`src/rtl/ips_map.vh`:
```
// Purpose: register map and field layout for the interrupt priority block
// Assumes: 32-bit axi4-lite access, one aligned word per register
// Notes: definitions only
`ifndef IPS_MAP_VH
`define IPS_MAP_VH

// ************************************************
// register byte addresses
// ************************************************
`define IPS_ADDR_PRIO2 4'h0
`define IPS_ADDR_RCTL 4'h4
`define IPS_ADDR_W 4

// ************************************************
// priority register fields
// ************************************************
`define IPS_PRIO2_MASK 8'h1f
`define IPS_PRIO2_RESET 5'h1f
`define IPS_BIT_NVM 4
`define IPS_BIT_BCL 3
`define IPS_BIT_LVD 2
`define IPS_BIT_TMR3 1
`define IPS_BIT_CCP2 0
`define IPS_NSRC 5

// ************************************************
// reset-control register fields
// ************************************************
`define IPS_BIT_PEN 7
`define IPS_BIT_SWR 4
`define IPS_BIT_WDT 3
`define IPS_BIT_PWD 2
`define IPS_BIT_POR 1
`define IPS_BIT_BROWN 0
`define IPS_RCTL_WMASK 8'h93

// ************************************************
// bus answers
// ************************************************
`define IPS_RESP_OKAY 2'h0
`define IPS_RESP_SLVERR 2'h2

`endif

```
`src/rtl/ips_route.v`:
```
// Purpose: splits pending sources onto high and low request lines
// Assumes: inputs are from logic on the same clock
// Notes: registered outputs, one cycle of latency
`timescale 1ns/10ps
`include "ips_map.vh"

module ips_route (
	clk,
	rst,
	pending,
	level,
	prio_en,
	irq_high,
	irq_low
);
	input wire clk; // system clock
	input wire rst; // async reset, high
	input wire [`IPS_NSRC-1:0] pending; // enabled and flagged sources
	input wire [`IPS_NSRC-1:0] level; // 1 high, 0 low
	input wire prio_en; // two-level mode
	output reg irq_high; // high-priority request
	output reg irq_low; // low-priority request

	// ************************************************
	// per-source steering
	// ************************************************
	wire [`IPS_NSRC-1:0] to_high; // sources sent high
	wire [`IPS_NSRC-1:0] to_low; // sources sent low
	genvar g;
	generate
		for (g = 0; g < `IPS_NSRC; g = g + 1) begin : steer
			// compatibility mode sends all on the one line
			assign to_high[g] = pending[g] & (level[g] | ~prio_en);
			assign to_low[g] = pending[g] & ~level[g] & prio_en;
		end
	endgenerate

	// register the request lines
	always @(posedge clk or posedge rst) begin
		if (rst) begin
			irq_high <= 1'b0;
			irq_low <= 1'b0;
		end else begin
			irq_high <= |to_high;
			irq_low <= |to_low;
		end
	end
endmodule

```
`src/rtl/ips_top.v`:
```
// Purpose: interrupt priority select registers with axi4-lite slave
// Assumes: single clock, sources and events come from same-clock logic
// Notes: unmapped addresses answer slverr, reads give zero
`timescale 1ns/10ps
`include "ips_map.vh"

// Operation
// - priority register bits 7-5 read zero
// - bit 4 sets nvm write level
// - bit 3 sets bus collision level
// - bit 2 sets low voltage level
// - bit 1 sets timer three level
// - bit 0 sets capture compare two level
// - control bit 7 enables two levels
// - control bit 0 brown-out flag, resets zero
// - levels apply only when priority enabled
module ips_top (
	clk,
	rst,
	s_axi_awaddr,
	s_axi_awvalid,
	s_axi_awready,
	s_axi_wdata,
	s_axi_wstrb,
	s_axi_wvalid,
	s_axi_wready,
	s_axi_bresp,
	s_axi_bvalid,
	s_axi_bready,
	s_axi_araddr,
	s_axi_arvalid,
	s_axi_arready,
	s_axi_rdata,
	s_axi_rresp,
	s_axi_rvalid,
	s_axi_rready,
	src_pending,
	swr_event,
	wdt_event,
	pwd_event,
	brown_out_event,
	irq_high,
	irq_low,
	prio_en_out
);
	input wire clk; // system clock
	input wire rst; // async reset, high
	input wire [`IPS_ADDR_W-1:0] s_axi_awaddr; // write address
	input wire s_axi_awvalid; // write address valid
	output reg s_axi_awready; // write address taken
	input wire [31:0] s_axi_wdata; // write data
	input wire [3:0] s_axi_wstrb; // byte enables
	input wire s_axi_wvalid; // write data valid
	output reg s_axi_wready; // write data taken
	output reg [1:0] s_axi_bresp; // write response
	output reg s_axi_bvalid; // write response valid
	input wire s_axi_bready; // master takes response
	input wire [`IPS_ADDR_W-1:0] s_axi_araddr; // read address
	input wire s_axi_arvalid; // read address valid
	output reg s_axi_arready; // read address taken
	output reg [31:0] s_axi_rdata; // read data
	output reg [1:0] s_axi_rresp; // read response
	output reg s_axi_rvalid; // read data valid
	input wire s_axi_rready; // master takes data
	input wire [`IPS_NSRC-1:0] src_pending; // enabled+flagged sources
	input wire swr_event; // software reset instruction pulse
	input wire wdt_event; // watchdog time-out pulse, clears flag
	input wire pwd_event; // sleep entry pulse, clears flag
	input wire brown_out_event; // brown-out pulse, clears flag
	output wire irq_high; // high-priority request
	output wire irq_low; // low-priority request
	output reg prio_en_out; // copy of priority enable

	// ************************************************
	// register state
	// ************************************************
	reg [`IPS_NSRC-1:0] level; // per-source priority bits
	reg prio_en; // two-level enable
	reg swr_flag; // software reset flag
	reg wdt_flag; // watchdog flag, read-only
	reg pwd_flag; // power-down flag, read-only
	reg por_flag; // power-on flag
	reg brown_out_reset_flag; // brown-out flag
	reg [`IPS_ADDR_W-1:0] aw_addr; // captured write address
	reg aw_held; // write address captured
	reg [7:0] w_data; // captured write byte
	reg w_en; // lane 0 strobe captured
	reg w_held; // write data captured

	// address decode used by both read and write paths
	function hit_prio;
		input [`IPS_ADDR_W-1:0] a;
		begin
			hit_prio = (a == `IPS_ADDR_PRIO2);
		end
	endfunction

	function hit_rctl;
		input [`IPS_ADDR_W-1:0] a;
		begin
			hit_rctl = (a == `IPS_ADDR_RCTL);
		end
	endfunction

	wire do_write; // both halves present, response free
	assign do_write = aw_held & w_held & ~s_axi_bvalid;
	wire wr_prio; // write hits priority register
	assign wr_prio = do_write & w_en & hit_prio(aw_addr);
	wire wr_rctl; // write hits control register
	assign wr_rctl = do_write & w_en & hit_rctl(aw_addr);

	// read views of the two registers
	wire [7:0] prio_view; // upper bits zero
	assign prio_view = {3'h0, level};
	wire [7:0] rctl_view; // bits 6-5 zero
	assign rctl_view = {prio_en, 2'h0, swr_flag, wdt_flag, pwd_flag,
		por_flag, brown_out_reset_flag};

	// ************************************************
	// write channel capture
	// ************************************************
	// address and data taken in either order
	always @(posedge clk or posedge rst) begin
		if (rst) begin
			aw_held <= 1'b0;
			aw_addr <= 4'h0;
			w_held <= 1'b0;
			w_data <= 8'h00;
			w_en <= 1'b0;
			s_axi_awready <= 1'b1;
			s_axi_wready <= 1'b1;
		end else begin
			if (s_axi_awvalid & s_axi_awready) begin
				aw_held <= 1'b1;
				aw_addr <= s_axi_awaddr;
				s_axi_awready <= 1'b0;
			end else if (do_write) begin
				aw_held <= 1'b0;
				s_axi_awready <= 1'b1;
			end
			if (s_axi_wvalid & s_axi_wready) begin
				w_held <= 1'b1;
				w_data <= s_axi_wdata[7:0];
				w_en <= s_axi_wstrb[0];
				s_axi_wready <= 1'b0;
			end else if (do_write) begin
				w_held <= 1'b0;
				s_axi_wready <= 1'b1;
			end
		end
	end

	// write response
	always @(posedge clk or posedge rst) begin
		if (rst) begin
			s_axi_bvalid <= 1'b0;
			s_axi_bresp <= `IPS_RESP_OKAY;
		end else if (do_write) begin
			s_axi_bvalid <= 1'b1;
			if (hit_prio(aw_addr) | hit_rctl(aw_addr))
				s_axi_bresp <= `IPS_RESP_OKAY;
			else
				s_axi_bresp <= `IPS_RESP_SLVERR;
		end else if (s_axi_bready) begin
			s_axi_bvalid <= 1'b0;
		end
	end

	// ************************************************
	// registers
	// ************************************************
	// priority bits, all reset to high
	always @(posedge clk or posedge rst) begin
		if (rst) begin
			level <= `IPS_PRIO2_RESET;
		end else if (wr_prio) begin
			level[`IPS_BIT_NVM] <= w_data[`IPS_BIT_NVM];
			level[`IPS_BIT_BCL] <= w_data[`IPS_BIT_BCL];
			level[`IPS_BIT_LVD] <= w_data[`IPS_BIT_LVD];
			level[`IPS_BIT_TMR3] <= w_data[`IPS_BIT_TMR3];
			level[`IPS_BIT_CCP2] <= w_data[`IPS_BIT_CCP2];
		end
	end

	// control and reset-cause flags; hardware events beat writes
	always @(posedge clk or posedge rst) begin
		if (rst) begin
			prio_en <= 1'b0;
			swr_flag <= 1'b1;
			wdt_flag <= 1'b1;
			pwd_flag <= 1'b1;
			por_flag <= 1'b0;
			brown_out_reset_flag <= 1'b0;
			prio_en_out <= 1'b0;
		end else begin
			if (wr_rctl)
				prio_en <= w_data[`IPS_BIT_PEN];
			prio_en_out <= wr_rctl ? w_data[`IPS_BIT_PEN] : prio_en;
			// reset instruction clears the flag
			if (swr_event)
				swr_flag <= 1'b0;
			else if (wr_rctl)
				swr_flag <= w_data[`IPS_BIT_SWR];
			// software cannot write these two
			if (wdt_event)
				wdt_flag <= 1'b0;
			if (pwd_event)
				pwd_flag <= 1'b0;
			if (wr_rctl)
				por_flag <= w_data[`IPS_BIT_POR];
			if (brown_out_event)
				brown_out_reset_flag <= 1'b0;
			else if (wr_rctl)
				brown_out_reset_flag <= w_data[`IPS_BIT_BROWN];
		end
	end

	// ************************************************
	// read channel
	// ************************************************
	// one read at a time, answer the cycle after the address
	always @(posedge clk or posedge rst) begin
		if (rst) begin
			s_axi_arready <= 1'b1;
			s_axi_rvalid <= 1'b0;
			s_axi_rdata <= 32'h00000000;
			s_axi_rresp <= `IPS_RESP_OKAY;
		end else if (s_axi_arvalid & s_axi_arready) begin
			s_axi_arready <= 1'b0;
			s_axi_rvalid <= 1'b1;
			if (hit_prio(s_axi_araddr)) begin
				s_axi_rdata <= {24'h000000, prio_view};
				s_axi_rresp <= `IPS_RESP_OKAY;
			end else if (hit_rctl(s_axi_araddr)) begin
				s_axi_rdata <= {24'h000000, rctl_view};
				s_axi_rresp <= `IPS_RESP_OKAY;
			end else begin
				s_axi_rdata <= 32'h00000000;
				s_axi_rresp <= `IPS_RESP_SLVERR;
			end
		end else if (s_axi_rvalid & s_axi_rready) begin
			s_axi_rvalid <= 1'b0;
			s_axi_arready <= 1'b1;
		end
	end

	// ************************************************
	// request routing
	// ************************************************
	ips_route u_route (
		.clk(clk),
		.rst(rst),
		.pending(src_pending),
		.level(level),
		.prio_en(prio_en),
		.irq_high(irq_high),
		.irq_low(irq_low)
	);
endmodule

```
`config.mk`:
```
export PLATFORM = sky130hd
export DESIGN_NAME = ips_top
export DESIGN_NICKNAME = d
export VERILOG_FILES = /design/src/rtl/ips_route.v /design/src/rtl/ips_top.v
export VERILOG_INCLUDE_DIRS = /design/src /design/src/rtl
export SDC_FILE = /design/constraint.sdc
export NUM_CORES = 1
export LEC_CHECK = 0
export ABC_CLOCK_PERIOD_IN_PS = 1800
export BUFFER_PORTS_ARGS = -buffer_cell sky130_fd_sc_hd__buf_2
export CORE_MARGIN = 2
export CORE_UTILIZATION = 44
export CTS_BUF_LIST = sky130_fd_sc_hd__clkbuf_16
export DETAILED_ROUTE_END_ITERATION = 6
export PLACE_DENSITY = 0.8
export SLEW_MARGIN = 20
export SYNTH_ARGS = -nofsm -noshare
export SYNTH_HDL_FRONTEND = slang
export SYNTH_SLANG_ARGS = --single-unit
```
`constraint.sdc`:
```
create_clock -name clk -period 1.8 [get_ports clk]
set_clock_uncertainty 0.2 [all_clocks]
set_input_delay 0.18 -clock clk [delete_from_list [all_inputs] [get_ports clk]]
set_output_delay 0.18 -clock clk [all_outputs]
set_load 0.01 [all_outputs]
```
==> results.txt, run 1 <==
The min-delay analysis places its worst path in the category primary input to register. The run gives 1.76 ns as the required arrival time at the worst endpoint. 0 antenna diodes ended up in the layout. Setup total negative slack on the finished layout was measured at 0 ns. The final route contains 1300 vias. The slowest library cell on the worst path is sky130_fd_sc_hd__dlygate4sd3_1.

Counting every instance in the synthesized netlist gives 157. The startpoint identified for the worst register-to-register timing path is s_axi_bvalid$_DFFE_PP0P_. For this run, the slowest stage of the critical path takes 0.59 ns.

The initial core utilization is 0.461, and the final weighted congestion in routability-driven placement is 0.737. After detailed routing, the average wire length per cell comes to 12.4 microns. Time the final worst path needs with I/O delays and setup: 1.68 ns. For the number of sinks on the clock net, the log shows 39. After filler insertion, the fill cell instance count of the layout stands at 331. For the number of max-cap violations, the log shows 0. The fraction of the cycle the final worst path needs is 0.931, and the vertical die dimension is 69.2 microns.

After synthesis the netlist holds a flip-flop and latch count of 39. Across all register-to-register paths, the minimum setup slack is 0.22 ns. The first routing iteration left 49 violations. In the synthesized netlist the dominant register cell turns out to be sky130_fd_sc_hd__dfrtp_1.

Capture instance of the worst register-to-register path: por_flag$_DFFE_PP0P_. Setup repair after global routing left no endpoint under its margin. Sorting the synthesized cells by area gives the leading types as sky130_fd_sc_hd__dfrtp_1 (37%), sky130_fd_sc_hd__dfstp_2 (15%), sky130_fd_sc_hd__buf_4 (11%). Row generation in the floorplan step produced 23 rows. Along the worst path, the maximum fanout reaches 3. The logs give 2 for the largest buffer count on any clock path and 0.901 mV for the maximum ir drop on the vdd rail. The proportion of synthesized flip-flops having asynchronous set or reset was 1.00; the insertion delay of the later-clocked pin in the worst-skew pair was 0.28 ns. On the final layout, the worst hold slack is 0.0117 ns. The total area inside the core boundary comes to 4060 sq um.

The sequential-to-total area share from yosys stat was 0.529. The cell family contributing the most delay on the critical path is buffers and inverters. For the worst setup path, the data arrival time is 1.63 ns. The area growth from synthesis to layout is 29.7%.

The first global-routing pass estimated 6.09 mm of wire. The cell type with the highest aggregate area in the netlist was sky130_fd_sc_hd__dfrtp_1. The run finished with clean final reports. The share of Yosys cell area claimed by the top area cell type was 0.375; the total half-perimeter wirelength after legalization and detailed placement was 2.40 mm. The worst setup path is launched from a primary input. Worst setup path category: primary input to register. The overall die width works out to 69.2 microns. In the final routing, the length of wire on met1 measures 1.43 mm. The cell area that synthesis handed to floorplanning was 1870 sq um. Timing would allow up to 597 MHz.

Clock-pin slew was measured on the worst setup and hold paths at 0.05 ns. The logs give 1355 for the number of global-route vias before repair and 0 for the hold violation count in the final report. STA classifies the critical path endpoint as a register. The run gives 4790 sq um as the overall die area. The final layout contains routed wiring with a total length of 3.49 mm. The dominant cell type by count on the critical path was sky130_fd_sc_hd__dlygate4sd3_1. The fraction of layout cells with a size suffix above 1 was 0.371; the number of buffers added by the clock tree synthesis step was 5. After detailed routing, the number of vias per cell comes to 4.61. In the routed design, unresolved DRC markers number 0.

Yosys mapped a number of flops with a built-in enable equal to 0. The clock tree synthesis step divided the H-tree into 2 levels. Counting instances, the worst hold path has a depth of 3. The count of port buffers added during placement came out at 46. The met3 wire length is 236 microns, and the final setup violation count is 0. Once detail routing completed, the nets flagged for antenna violations numbered 0. For this run the aggregate overflow at the end of global routing stands at 0. TritonCTS built the clock tree. The total track usage was 0.157. The number of antenna violations at the first check in global routing came out at 0. The number of different library cells used by synthesis comes to 30.

The depth of the worst register-to-register path is 3, and the number of detailed-routing iterations run before antenna repair is 4. The final count of pins violating max slew came out at 0. The endpoint with the worst hold slack is u_route.irq_high$_DFF_PP0_. By count the netlist is led by sky130_fd_sc_hd__buf_4 (28), sky130_fd_sc_hd__dfrtp_1 (28), sky130_fd_sc_hd__mux2_2 (17).

During I/O placement, the number of pins put on the boundary was 104. The library cell used as clock root buffer was sky130_fd_sc_hd__clkbuf_16. The average instance in the mapped netlist occupies 11.9 sq um. The maximum number of pins on one net before global-route repair is 40, and the leakage power figure is 1.19 nW. The post-layout net count was 291; the warning count from the yosys run was 0. The tools report the origin of the worst min-delay path as src_pending[0]. The critical path goes through dlygate4sd3_1 -> buf_2 -> a22oi_1 -> dlygate4sd3_1 -> nand3_1. The met2 layer wire length in the routed design came out at 1.78 mm. The power density over the cells came out at 1130 nW/um^2. The critical path contains buffers and inverters numbering 3 combined. Signal routing reaches up to met4.

For the post-cts resize count, the log shows 0.
worst register-to-register path, cell delays in order (launching register included):
cell,delay (ns)
sky130_fd_sc_hd__dfrtp_1,0.41
sky130_fd_sc_hd__and3b_1,0.26
sky130_fd_sc_hd__and4_4,0.29
sky130_fd_sc_hd__mux2_4,0.31
worst max-delay path by stage:
stage	startpoint	to	slack, ns	cells past startpoint
floorplan	s_axi_bvalid$_DFFE_PP0P_	por_flag$_DFFE_PP0P_	0.19	4
global placement	aw_addr[3]$_DFFE_PP0P_	prio_en$_DFFE_PP0P_	0.22	3
detailed placement	s_axi_bvalid$_DFFE_PP0P_	por_flag$_DFFE_PP0P_	0.21	3
CTS	src_pending[2]	u_route.irq_high$_DFF_PP0_	0.15	5
global route	src_pending[2]	u_route.irq_high$_DFF_PP0_	0.04	5
finish	src_pending[2]	u_route.irq_high$_DFF_PP0_	0.12	5
power breakdown:
group / total (W) / internal, W / switching, W / leakage (nW)
Clock: 0.000813 / 0.000497 / 0.000316 / 0.0776
Sequential: 0.00135 / 0.00116 / 0.000193 / 0.470
Combinational: 0.000582 / 0.000337 / 0.000244 / 0.639
what timing repair did:
| action | CTS | global route |
|---|---|---|
| hold buffers | 25 | 0 |
| endpoints found under the hold margin | 50 | 0 |
| setup buffers | 0 | 0 |
cell type report:
| cell class | count | area [sq um] | area share |
|---|---|---|---|
| Inverter | 8 | 30.0 | 0.0124 |
| Sequential cell | 39 | 990 | 0.408 |
| Multi-Input combinational cell | 105 | 719 | 0.297 |
| Clock inverter | 3 | 11.3 | 0.00464 |
| Clock buffer | 5 | 125 | 0.0516 |
| Tap cell | 50 | 62.6 | 0.0258 |
| Timing Repair Buffer | 72 | 488 | 0.201 |
through the flow:
stage	instances	util	setup WS (ns)	total power, W	instance area, sq um
floorplan	184	-	0.194	0.00174	1970
global placement	249	0.503	0.220	0.00186	2040
detailed placement	249	0.503	0.212	0.00190	2040
CTS	282	0.598	0.145	0.00277	2430
global route	282	0.598	0.0390	0.00291	2430
finish	282	0.598	0.124	0.00274	2430
cell families (layout without fill, tap and decap cells):
kind of cell           after synthesis  after routing  share of synthesized area
AOI/OAI and AO/OA                   17             17                     0.0609
buffers and inverters               40             88                      0.140
muxes                               29             29                      0.172
DFF                                 39             39                      0.529
and+or+nand+nor                     31             31                     0.0957
other                                1             28                    0.00200
state kept, by name, summed over array words and instances, names as in the netlist, 4 cells and up:
| name | flops |
|---|---|
| aw_addr | 4 |
| s_axi_rdata | 6 |
| level | 5 |
| w_data | 6 |
routing by layer:
layer | vias to the layer above | GRT usage
met5 | - | 0
met4 | 0 | 0.0479
met3 | 7 | 0.0422
met2 | 65 | 0.274
met1 | 603 | 0.189
li1 | 625 | -
placed cells by master, fill, tap and decap left out:
| cell type | instances |
|---|---|
| sky130_fd_sc_hd__o21ai_0 | 6 |
| sky130_fd_sc_hd__a22oi_1 | 2 |
| sky130_fd_sc_hd__nor3_1 | 2 |
| sky130_fd_sc_hd__nand3b_1 | 1 |
| sky130_fd_sc_hd__dlygate4sd3_1 | 25 |
| sky130_fd_sc_hd__nor2b_1 | 3 |
| sky130_fd_sc_hd__and2b_2 | 1 |
| sky130_fd_sc_hd__and3b_1 | 1 |
| sky130_fd_sc_hd__conb_1 | 28 |
| sky130_fd_sc_hd__mux2_4 | 2 |
| sky130_fd_sc_hd__or3_1 | 1 |
| sky130_fd_sc_hd__dfrtp_1 | 28 |
| sky130_fd_sc_hd__o22ai_1 | 2 |
| sky130_fd_sc_hd__dfstp_2 | 11 |
| sky130_fd_sc_hd__buf_2 | 46 |
| sky130_fd_sc_hd__and4_4 | 1 |
| sky130_fd_sc_hd__nor4_2 | 1 |
| sky130_fd_sc_hd__buf_4 | 1 |
| sky130_fd_sc_hd__mux2_2 | 17 |
| sky130_fd_sc_hd__o31a_1 | 1 |
| sky130_fd_sc_hd__nand3_2 | 1 |
| sky130_fd_sc_hd__clkbuf_16 | 5 |
| sky130_fd_sc_hd__a32o_1 | 1 |
| sky130_fd_sc_hd__o31ai_1 | 5 |
| sky130_fd_sc_hd__inv_1 | 11 |
| sky130_fd_sc_hd__mux2i_1 | 10 |
| sky130_fd_sc_hd__nand4_1 | 1 |
| sky130_fd_sc_hd__nand2b_1 | 4 |
| sky130_fd_sc_hd__nand2_1 | 13 |
| sky130_fd_sc_hd__nand3_1 | 1 |
(Power assumes the default switching activity.)
==> inputs of run 2 (changes only) <==
--- a/config.mk
+++ b/config.mk
@@ -16,4 +16,5 @@
 export SLEW_MARGIN = 20
 export SYNTH_ARGS = -nofsm -noshare
 export SYNTH_HDL_FRONTEND = slang
+export SYNTH_HIERARCHICAL = 1
 export SYNTH_SLANG_ARGS = --single-unit
==> run 2 against run 1 <==
  * Total power is 8.6% higher
  * Core utilization up 2.3 points
  * Clock power rose by 21%
  * Global-route usage grew 0.95 points
  * Wire length is 4.1% higher
  * Synthesized cell count grew 1.3%
  * Sequential power about the same
  * Fmax shrank 4.1%
  * Final cell count rose by 2.5%
  * Clock-buffer cell count did not move
  * Largest cell class unchanged
  * Highest routed layer unchanged
==> results.txt, run 2 <==
The tools report the count of mapped cells out of synthesis as 159. Post-synthesis mux area share: 0.158. The worst min-delay path category was primary input to register. Xor and xnor fraction of the mapped netlist area: 0. Summed over all nets, the switching power comes to 0.000808 W.

The power density over the cells was 1190 nW/um^2; the number of antenna violations at the first check in global routing was 0. Sorting the synthesized cells by area gives the leading types as sky130_fd_sc_hd__dfrtp_1 (38%), sky130_fd_sc_hd__dfstp_2 (16%), sky130_fd_sc_hd__mux2_2 (11%). Category of the worst setup path capture point: a register. The tools report the portion of total power attributed to the clock network as 0.329. The tree built by TritonCTS fans out to 39 sinks. The signal on the critical path passes through or3_4 -> nor3_4 -> buf_4 -> mux2_2. At the end of routability-driven placement, the weighted congestion stood at 0.785. Proportion of synthesized flip-flops having asynchronous set or reset: 1.00. The cell type with the highest aggregate area in the netlist was sky130_fd_sc_hd__dfrtp_1.

The share of Yosys cell area claimed by the top area cell type was 0.376. After synthesis, the most frequently instantiated cells are sky130_fd_sc_hd__buf_4 (28), sky130_fd_sc_hd__dfrtp_1 (28), sky130_fd_sc_hd__mux2_2 (19). The run gives 4030 sq um as the core area. The routed design has 3.63 mm of wire. The total track usage was 0.166. Yosys mapped a number of flops with a built-in enable equal to 0. The most common library cell in the layout ignoring fill and taps is sky130_fd_sc_hd__buf_2. In this run the static leakage power is 1.21 nW. The leftover overflow at the end of global routing is 0.

The run gives 4 as the number of detailed-routing iterations run before antenna repair. The largest registers in the layout are s_axi_rdata (6), w_data (6), level (5). Timing would allow up to 572 MHz. The internal power of the cells totals 0.00217 W. The endpoint identified for the worst register-to-register timing path is level[1]$_DFFE_PP1P_.

The worst setup path category is register to register. On the critical path the largest part of the delay comes from simple AND/OR/NAND/NOR gates. The tools report the sequential standard cell area as 990 sq um. The area fraction in compound gates after synthesis was 0.0745; the routed wirelength normalized by instance count was 12.6 microns. The final count of pins violating max slew was 0. The maximum ir drop on the vdd rail is 0.790 mV. The number of antenna diodes in the final layout is 0.

The worst path buffer plus inverter count is 1, and the cell area after layout is 2500 sq um. In this run, CTS created clock tree buffers numbering 5. The largest buffer count on any clock path came out at 2. Following the worst setup path forward leads to its endpoint at level[1]$_DFFE_PP1P_. In the routed design, unresolved DRC markers number 0. The largest single stage delay on the critical path is 0.42 ns. The initialized floorplan defines 23 standard-cell rows. After detailed placement, the total cell area comes to 2060 sq um.

During synthesis, Yosys emitted a total of 6 warnings. The detailed router placed 1348 vias in this run. STA puts the critical path data arrival time at 1.76 ns.

Sequential-to-total area share from yosys stat: 0.531. The cell count along the critical path is 4. Cell area after technology mapping: 1860 sq um.

The unique cell type count in the Yosys netlist is 28, and the vertical die dimension is 69.1 microns. The library cell used as clock root buffer is sky130_fd_sc_hd__clkbuf_16. The library cells used most frequently in the layout, excluding fill and tap cells, are sky130_fd_sc_hd__buf_2 (46), sky130_fd_sc_hd__conb_1 (28), sky130_fd_sc_hd__dfrtp_1 (28), sky130_fd_sc_hd__dlygate4sd3_1 (26), sky130_fd_sc_hd__mux2_2 (16). The synthesized-area fraction occupied by adder cells came out at 0. Detailed placement finished with a half-perimeter wire length of 2.39 mm. TritonCTS built the clock tree. The worst setup path is launched from a register. The most used flip-flop cell after synthesis was sky130_fd_sc_hd__dfrtp_1. The largest driver fanout on the critical path works out to 5. Setup violations remaining at the end of the flow were counted as 0. By area, the combinational part of the netlist is dominated by multiplexers.

The run gives 0.05 ns as the worst reg-to-reg setup slack. The maximum number of pins on one net before global-route repair is 38, and the fraction of the mapped netlist area in simple logic gates is 0.0954. The first global-routing pass estimated 6.30 mm of wire. The tools report the overall die area as 4770 sq um.

Across the run, the number of max-cap violations was 0. For the worst-skew pair, the clock arrives at the later sink with an insertion delay of 0.28 ns. Dividing the synthesized area by the synthesized cell count gives 11.7 sq um. The register bit count reported by yosys works out to 39.

Clock-pin slew was measured on the worst setup and hold paths at 0.06 ns. Compared with the post-synthesis result, the final layout area differs by 34.3%. For the worst setup path, the data required time is 1.81 ns. Count of port buffers added during placement: 46. The initial core utilization came out at 0.462.

On the critical path, the stage with the largest delay is an instance of sky130_fd_sc_hd__or3_4. The run gives 321 as the count of filler cells inserted in the layout. The time the final worst path needs with I/O delays and setup is 1.75 ns. The run gives 727 sq um as the total area of multi-input combinational cells. In this run the critical register-to-register path is launched from aw_addr[1]$_DFFE_PP0P_. The final worst hold slack is 0.0953 ns, and the first-iteration detailed-routing DRC count is 57. The die is 69.1 microns wide.

The fraction of the cycle the final worst path needs was 0.970; the number of levels in the clock H-tree was 2. The logs give 1364 for the number of global-route vias before repair and 0 for the hold violation count in the final report. Sequential power share: 0.455. For the combinational cell fraction of total power, the log shows 0.216.

The post-detailed-route count of antenna-violating nets was 0; the fraction of layout cells with a size suffix above 1 was 0.377. In the final design database the tool counted 298 nets. In this run the worst setup path begins at aw_addr[1]$_DFFE_PP0P_. The depth of the worst register-to-register path was 4.

The flow ran to the end, and the final reports show no timing, DRC or antenna violations. Using the TritonRoute via totals, the vias-per-cell ratio works out to 4.66. For this design the top-level I/O count stands at 104.

The switching part of the total is 0.271.
run 2: cell count changes after synthesis, moves of 2 or more:
| cell | change |
|---|---|
| sky130_fd_sc_hd__mux2i_1 | -2 |
| sky130_fd_sc_hd__mux2_2 | +2 |
| sky130_fd_sc_hd__nand2b_1 | -4 |
| sky130_fd_sc_hd__o31ai_1 | +2 |
| sky130_fd_sc_hd__mux2_4 | -2 |
| sky130_fd_sc_hd__inv_1 | +2 |
| sky130_fd_sc_hd__nand4_1 | +2 |
| sky130_fd_sc_hd__a21oi_1 | +2 |
run 2: through the flow:
step                 util  total power (W)  setup TNS (ns)  instances  worst slack, ns
floorplan               -          0.00176               0        186            0.171
global placement    0.511          0.00190               0        254            0.124
detailed placement  0.511          0.00193               0        254           0.0988
CTS                 0.616          0.00298               0        288           0.0804
global route        0.621          0.00315        -0.00181        289         -0.00181
finish              0.621          0.00298               0        289           0.0532
run 2: timing repair:
item	4_1_cts	5_1_grt
hold buffers	26	0
setup endpoints to repair	0	1
gates resized for setup	0	3
hold endpoints to repair	49	0
setup buffers	0	1
run 2: worst min path at each step:
stage                     slack [ns]                    endpoint             from  depth (start not counted)
after floorplan                -0.28  u_route/irq_high$_DFF_PP0_              rst                          1
final                            0.1  s_axi_rdata[7]$_DFFE_PP0P_  s_axi_araddr[2]                          3
after global placement         -0.16   u_route/irq_low$_DFF_PP0_              rst                          2
after detailed placement       -0.16  u_route/irq_high$_DFF_PP0_              rst                          2
after global routing            0.12   u_route/irq_low$_DFF_PP0_              rst                          3
after CTS                        0.1  u_route/irq_high$_DFF_PP0_              rst                          3
run 2: power by group through the flow:
| stage | clock, W | sequential (W) | combinational [W] |
|---|---|---|---|
| after floorplan | 0 | 0.00134 | 0.000416 |
| after global placement | 0 | 0.00135 | 0.000550 |
| after detailed placement | 0 | 0.00136 | 0.000569 |
| after CTS | 0.00100 | 0.00135 | 0.000633 |
| after global routing | 0.00103 | 0.00140 | 0.000719 |
| final | 0.000981 | 0.00136 | 0.000644 |
run 2: final cells by class:
cell class	count	share of cell area
flip-flops and latches	39	0.396
clock buffers	5	0.0500
clock inverters	3	0.0155
repair buffers	76	0.208
inverters	10	0.0150
multi-input cells	106	0.291
well taps	50	0.0250
run 2: cell families (layout without fill, tap and decap cells):
kind of cell,Yosys count,after routing
muxes,27,27
AOI/OAI and AO/OA,21,21
and+or+nand+nor,30,30
other,1,28
buffers and inverters,41,94
DFF,39,39
run 2: worst min-delay path, stage by stage:
cell and delay (ns):
sky130_fd_sc_hd__buf_2 0.16, sky130_fd_sc_hd__nand4_1 0.11, sky130_fd_sc_hd__o21ai_0 0.08
run 2: layer usage:
metal | part of all wire | global-route usage | vias up
met5 | 0 | 0 | -
met2 | 0.49 | 0.281 | 59
met1 | 0.42 | 0.201 | 631
li1 | - | - | 651
met3 | 0.067 | 0.0541 | 7
met4 | 0.020 | 0.0523 | 0
==> inputs of run 3 (changes only) <==
--- a/config.mk
+++ b/config.mk
@@ -8,8 +8,10 @@
 export LEC_CHECK = 0
 export ABC_CLOCK_PERIOD_IN_PS = 1800
 export BUFFER_PORTS_ARGS = -buffer_cell sky130_fd_sc_hd__buf_2
+export CELL_PAD_IN_SITES_DETAIL_PLACEMENT = 0
+export CELL_PAD_IN_SITES_GLOBAL_PLACEMENT = 2
 export CORE_MARGIN = 2
-export CORE_UTILIZATION = 44
+export CORE_UTILIZATION = 26
 export CTS_BUF_LIST = sky130_fd_sc_hd__clkbuf_16
 export DETAILED_ROUTE_END_ITERATION = 6
 export PLACE_DENSITY = 0.8
==> constraint.sdc (replaced) <==
create_clock -name clk -period 1.8 [get_ports clk]
set_clock_uncertainty 0.2 [all_clocks]
set_input_delay 0.18 -clock clk [delete_from_list [all_inputs] [get_ports clk]]
set_output_delay 0.18 -clock clk [all_outputs]
set_load 0.02 [all_outputs]
==> run 3 against run 2 <==
  * Wire length rose by 3.5%
  * Critical path depth rose by 2
  * Via count fell by 1.9%
  * Fmax fell by 1.3%
  * Sequential share of layout area did not move
  * Combinational power rose by 6.8%
  * Sequential power barely moved
  * Largest cell class unchanged
  * Largest power group unchanged
==> results.txt, run 3 (synthesis gave the netlist of run 2 again) <==
Cell row count: 30. The run finished with clean final reports. The logs give 295 for the post-layout net count and 6870 sq um for the core area. The clock net in this run drives a total of 39 sinks. Leaving out fill and tap cells, the most frequent cell in the layout is sky130_fd_sc_hd__buf_2. The total track usage is 0.0971. The library cells used most frequently in the layout, excluding fill and tap cells, are sky130_fd_sc_hd__buf_2 (46), sky130_fd_sc_hd__conb_1 (28), sky130_fd_sc_hd__dfrtp_1 (28), sky130_fd_sc_hd__dlygate4sd3_1 (24), sky130_fd_sc_hd__mux2_2 (19).

TritonCTS built the clock tree. The path class of the tightest hold or removal check is primary input to register. Summed over all nets, the half-perimeter wirelength after detailed placement is 2.75 mm. For the standard cell area after detailed placement, the log shows 2120 sq um.

The number of buffers added by the clock tree synthesis step is 5. The arrival time at the worst endpoint was 1.73 ns; the overall die width was 88.7 microns. For this run, the detailed router's first-pass iteration total came to 4.

For the largest buffer count on any clock path, the log shows 2. For the required arrival time at the worst endpoint, the log shows 1.76 ns. The count of port buffers added during placement was 46; the growth of design area from synthesis to finish was 34.3%. For the number of buffers added to fix hold violations after cts, the log shows 24. The logs give 0 for the remaining design rule violation count and 7860 sq um for the overall die area. For the final count of pins violating max slew, the log shows 0. The detail route stage leaves a number of antenna-violating nets equal to 0. The total area of multi-input combinational cells is 716 sq um. The number of levels in the clock H-tree was 2; the post-detailed-routing wire length was 3.76 mm. The insertion delay of the later-clocked pin in the worst-skew pair came out at 0.28 ns.

After routing, the total negative slack on setup checks comes to 0 ns. Post-cts resize count: 0. Setup violations remaining at the end of the flow were counted as 0. Entering global routing, the biggest net connects 38 pins. Top achievable clock speed: 565 MHz. In this run the worst path has a maximum fanout of 2. The tools report the I/O pin count as 104. Across the whole layout, storage elements account for 990 sq um. The tools report the met3 capacity usage during global routing as 0.0326.

The run gives 0.848 as the final weighted congestion in routability-driven placement. The number of global-route vias before repair is 1211. The CTS clock-pin slew for the worst setup and hold paths was 0.06 ns.

The first global-routing pass estimated 5.78 mm of wire. The startpoint class of the critical path is a primary input. The worst setup path category was primary input to register. The run gives 0 as the number of diodes.

Buffers added to address setup during post-CTS repair amount to 0. The initial core utilization was 0.271; the count of filler cells inserted in the layout was 701. The leakage power figure was 1.18 nW; the leftover overflow at the end of global routing was 0. The met1 usage is 0.126. STA classifies the critical path endpoint as a register. Across the VDD grid, the largest voltage drop is 0.449 mV. Fraction of the cycle the final worst path needs: 0.984. The largest registers in the layout are s_axi_rdata (6), w_data (6), level (5). Counting I/O delays and the setup requirement, the final critical path takes 1.77 ns. Clock tree synthesis selected as its root buffer the cell sky130_fd_sc_hd__clkbuf_16. Dividing the detail-routed via count by the number of cells gives 3.98. Layer with the highest usage after global routing: met2.

The die is 88.7 microns tall. Setup repair after global routing left no endpoint under its margin. The number of antenna violations at the first check in global routing is 0. The met2 global-route usage is 0.154. The first routing iteration left 35 violations.

For the cell area after layout, the log shows 2500 sq um. Detailed routing inserted a total of 1322 vias. The power density over the cells was 1160 nW/um^2; the fraction of layout cells with a size suffix above 1 was 0.381. The hold violation count in the final report came out at 0. The tool flagged a number of max-cap violations equal to 0. In the final routed layout, each cell accounts on average for 11.3 microns.
## run 3: stage by stage
stage,power [W],hold slack [ns],utilization,std cells,setup slack [ns]
floorplan,0.00183,-0.279,-,186,0.114
global placement,0.00200,-0.160,0.308,300,0.104
detailed placement,0.00202,-0.155,0.308,300,0.0867
CTS,0.00295,0.0818,0.364,332,0.0520
global route,0.00309,0.0889,0.364,332,0.0118
finish,0.00291,0.0784,0.364,332,0.0294
## run 3: final timing paths
kind,startpoint,endpoint,slack (ns),cells past startpoint
max reg2reg,level[4]$_DFFE_PP1P_,u_route/irq_high$_DFF_PP0_,0.09,4
max,src_pending[0],u_route/irq_high$_DFF_PP0_,0.03,6
max in group asynchronous,rst,level[2]$_DFFE_PP1P_,0.67,4
min reg2reg,s_axi_rdata[4]$_DFFE_PP0P_,s_axi_rdata[4]$_DFFE_PP0P_,0.27,2
min in group asynchronous,rst,u_route/irq_high$_DFF_PP0_,0.10,3
min,s_axi_araddr[2],s_axi_rdata[7]$_DFFE_PP0P_,0.08,3
## run 3: power breakdown
group / internal, W / switching, W
clock network: 0.000510 / 0.000352
logic: 0.000349 / 0.000339
registers: 0.00116 / 0.000200
total: 0.00201 / 0.000891
## run 3: worst max-delay path, stage by stage
cell and delay (ns):
sky130_fd_sc_hd__dlygate4sd3_1 0.53, sky130_fd_sc_hd__buf_2 0.13, sky130_fd_sc_hd__inv_1 0.06, sky130_fd_sc_hd__a32o_1 0.18, sky130_fd_sc_hd__nand3_1 0.08, sky130_fd_sc_hd__dlygate4sd3_1 0.57
## run 3: metal layers
metal | part of all wire | wire, microns | up-vias
li1 | - | - | 645
met5 | 0 | 0 | -
met1 | 0.46 | 1720 | 618
met2 | 0.48 | 1800 | 55
met3 | 0.055 | 205 | 4
met4 | 0.0069 | 26 | 0
## run 3: final cells by class
cell class / instances / share of cell area
Inverter: 10 / 0.0150
Tap cell: 96 / 0.0480
Sequential cell: 39 / 0.396
Clock inverter: 3 / 0.00800
Timing Repair Buffer: 73 / 0.197
Clock buffer: 5 / 0.0500
Multi-Input combinational cell: 106 / 0.286
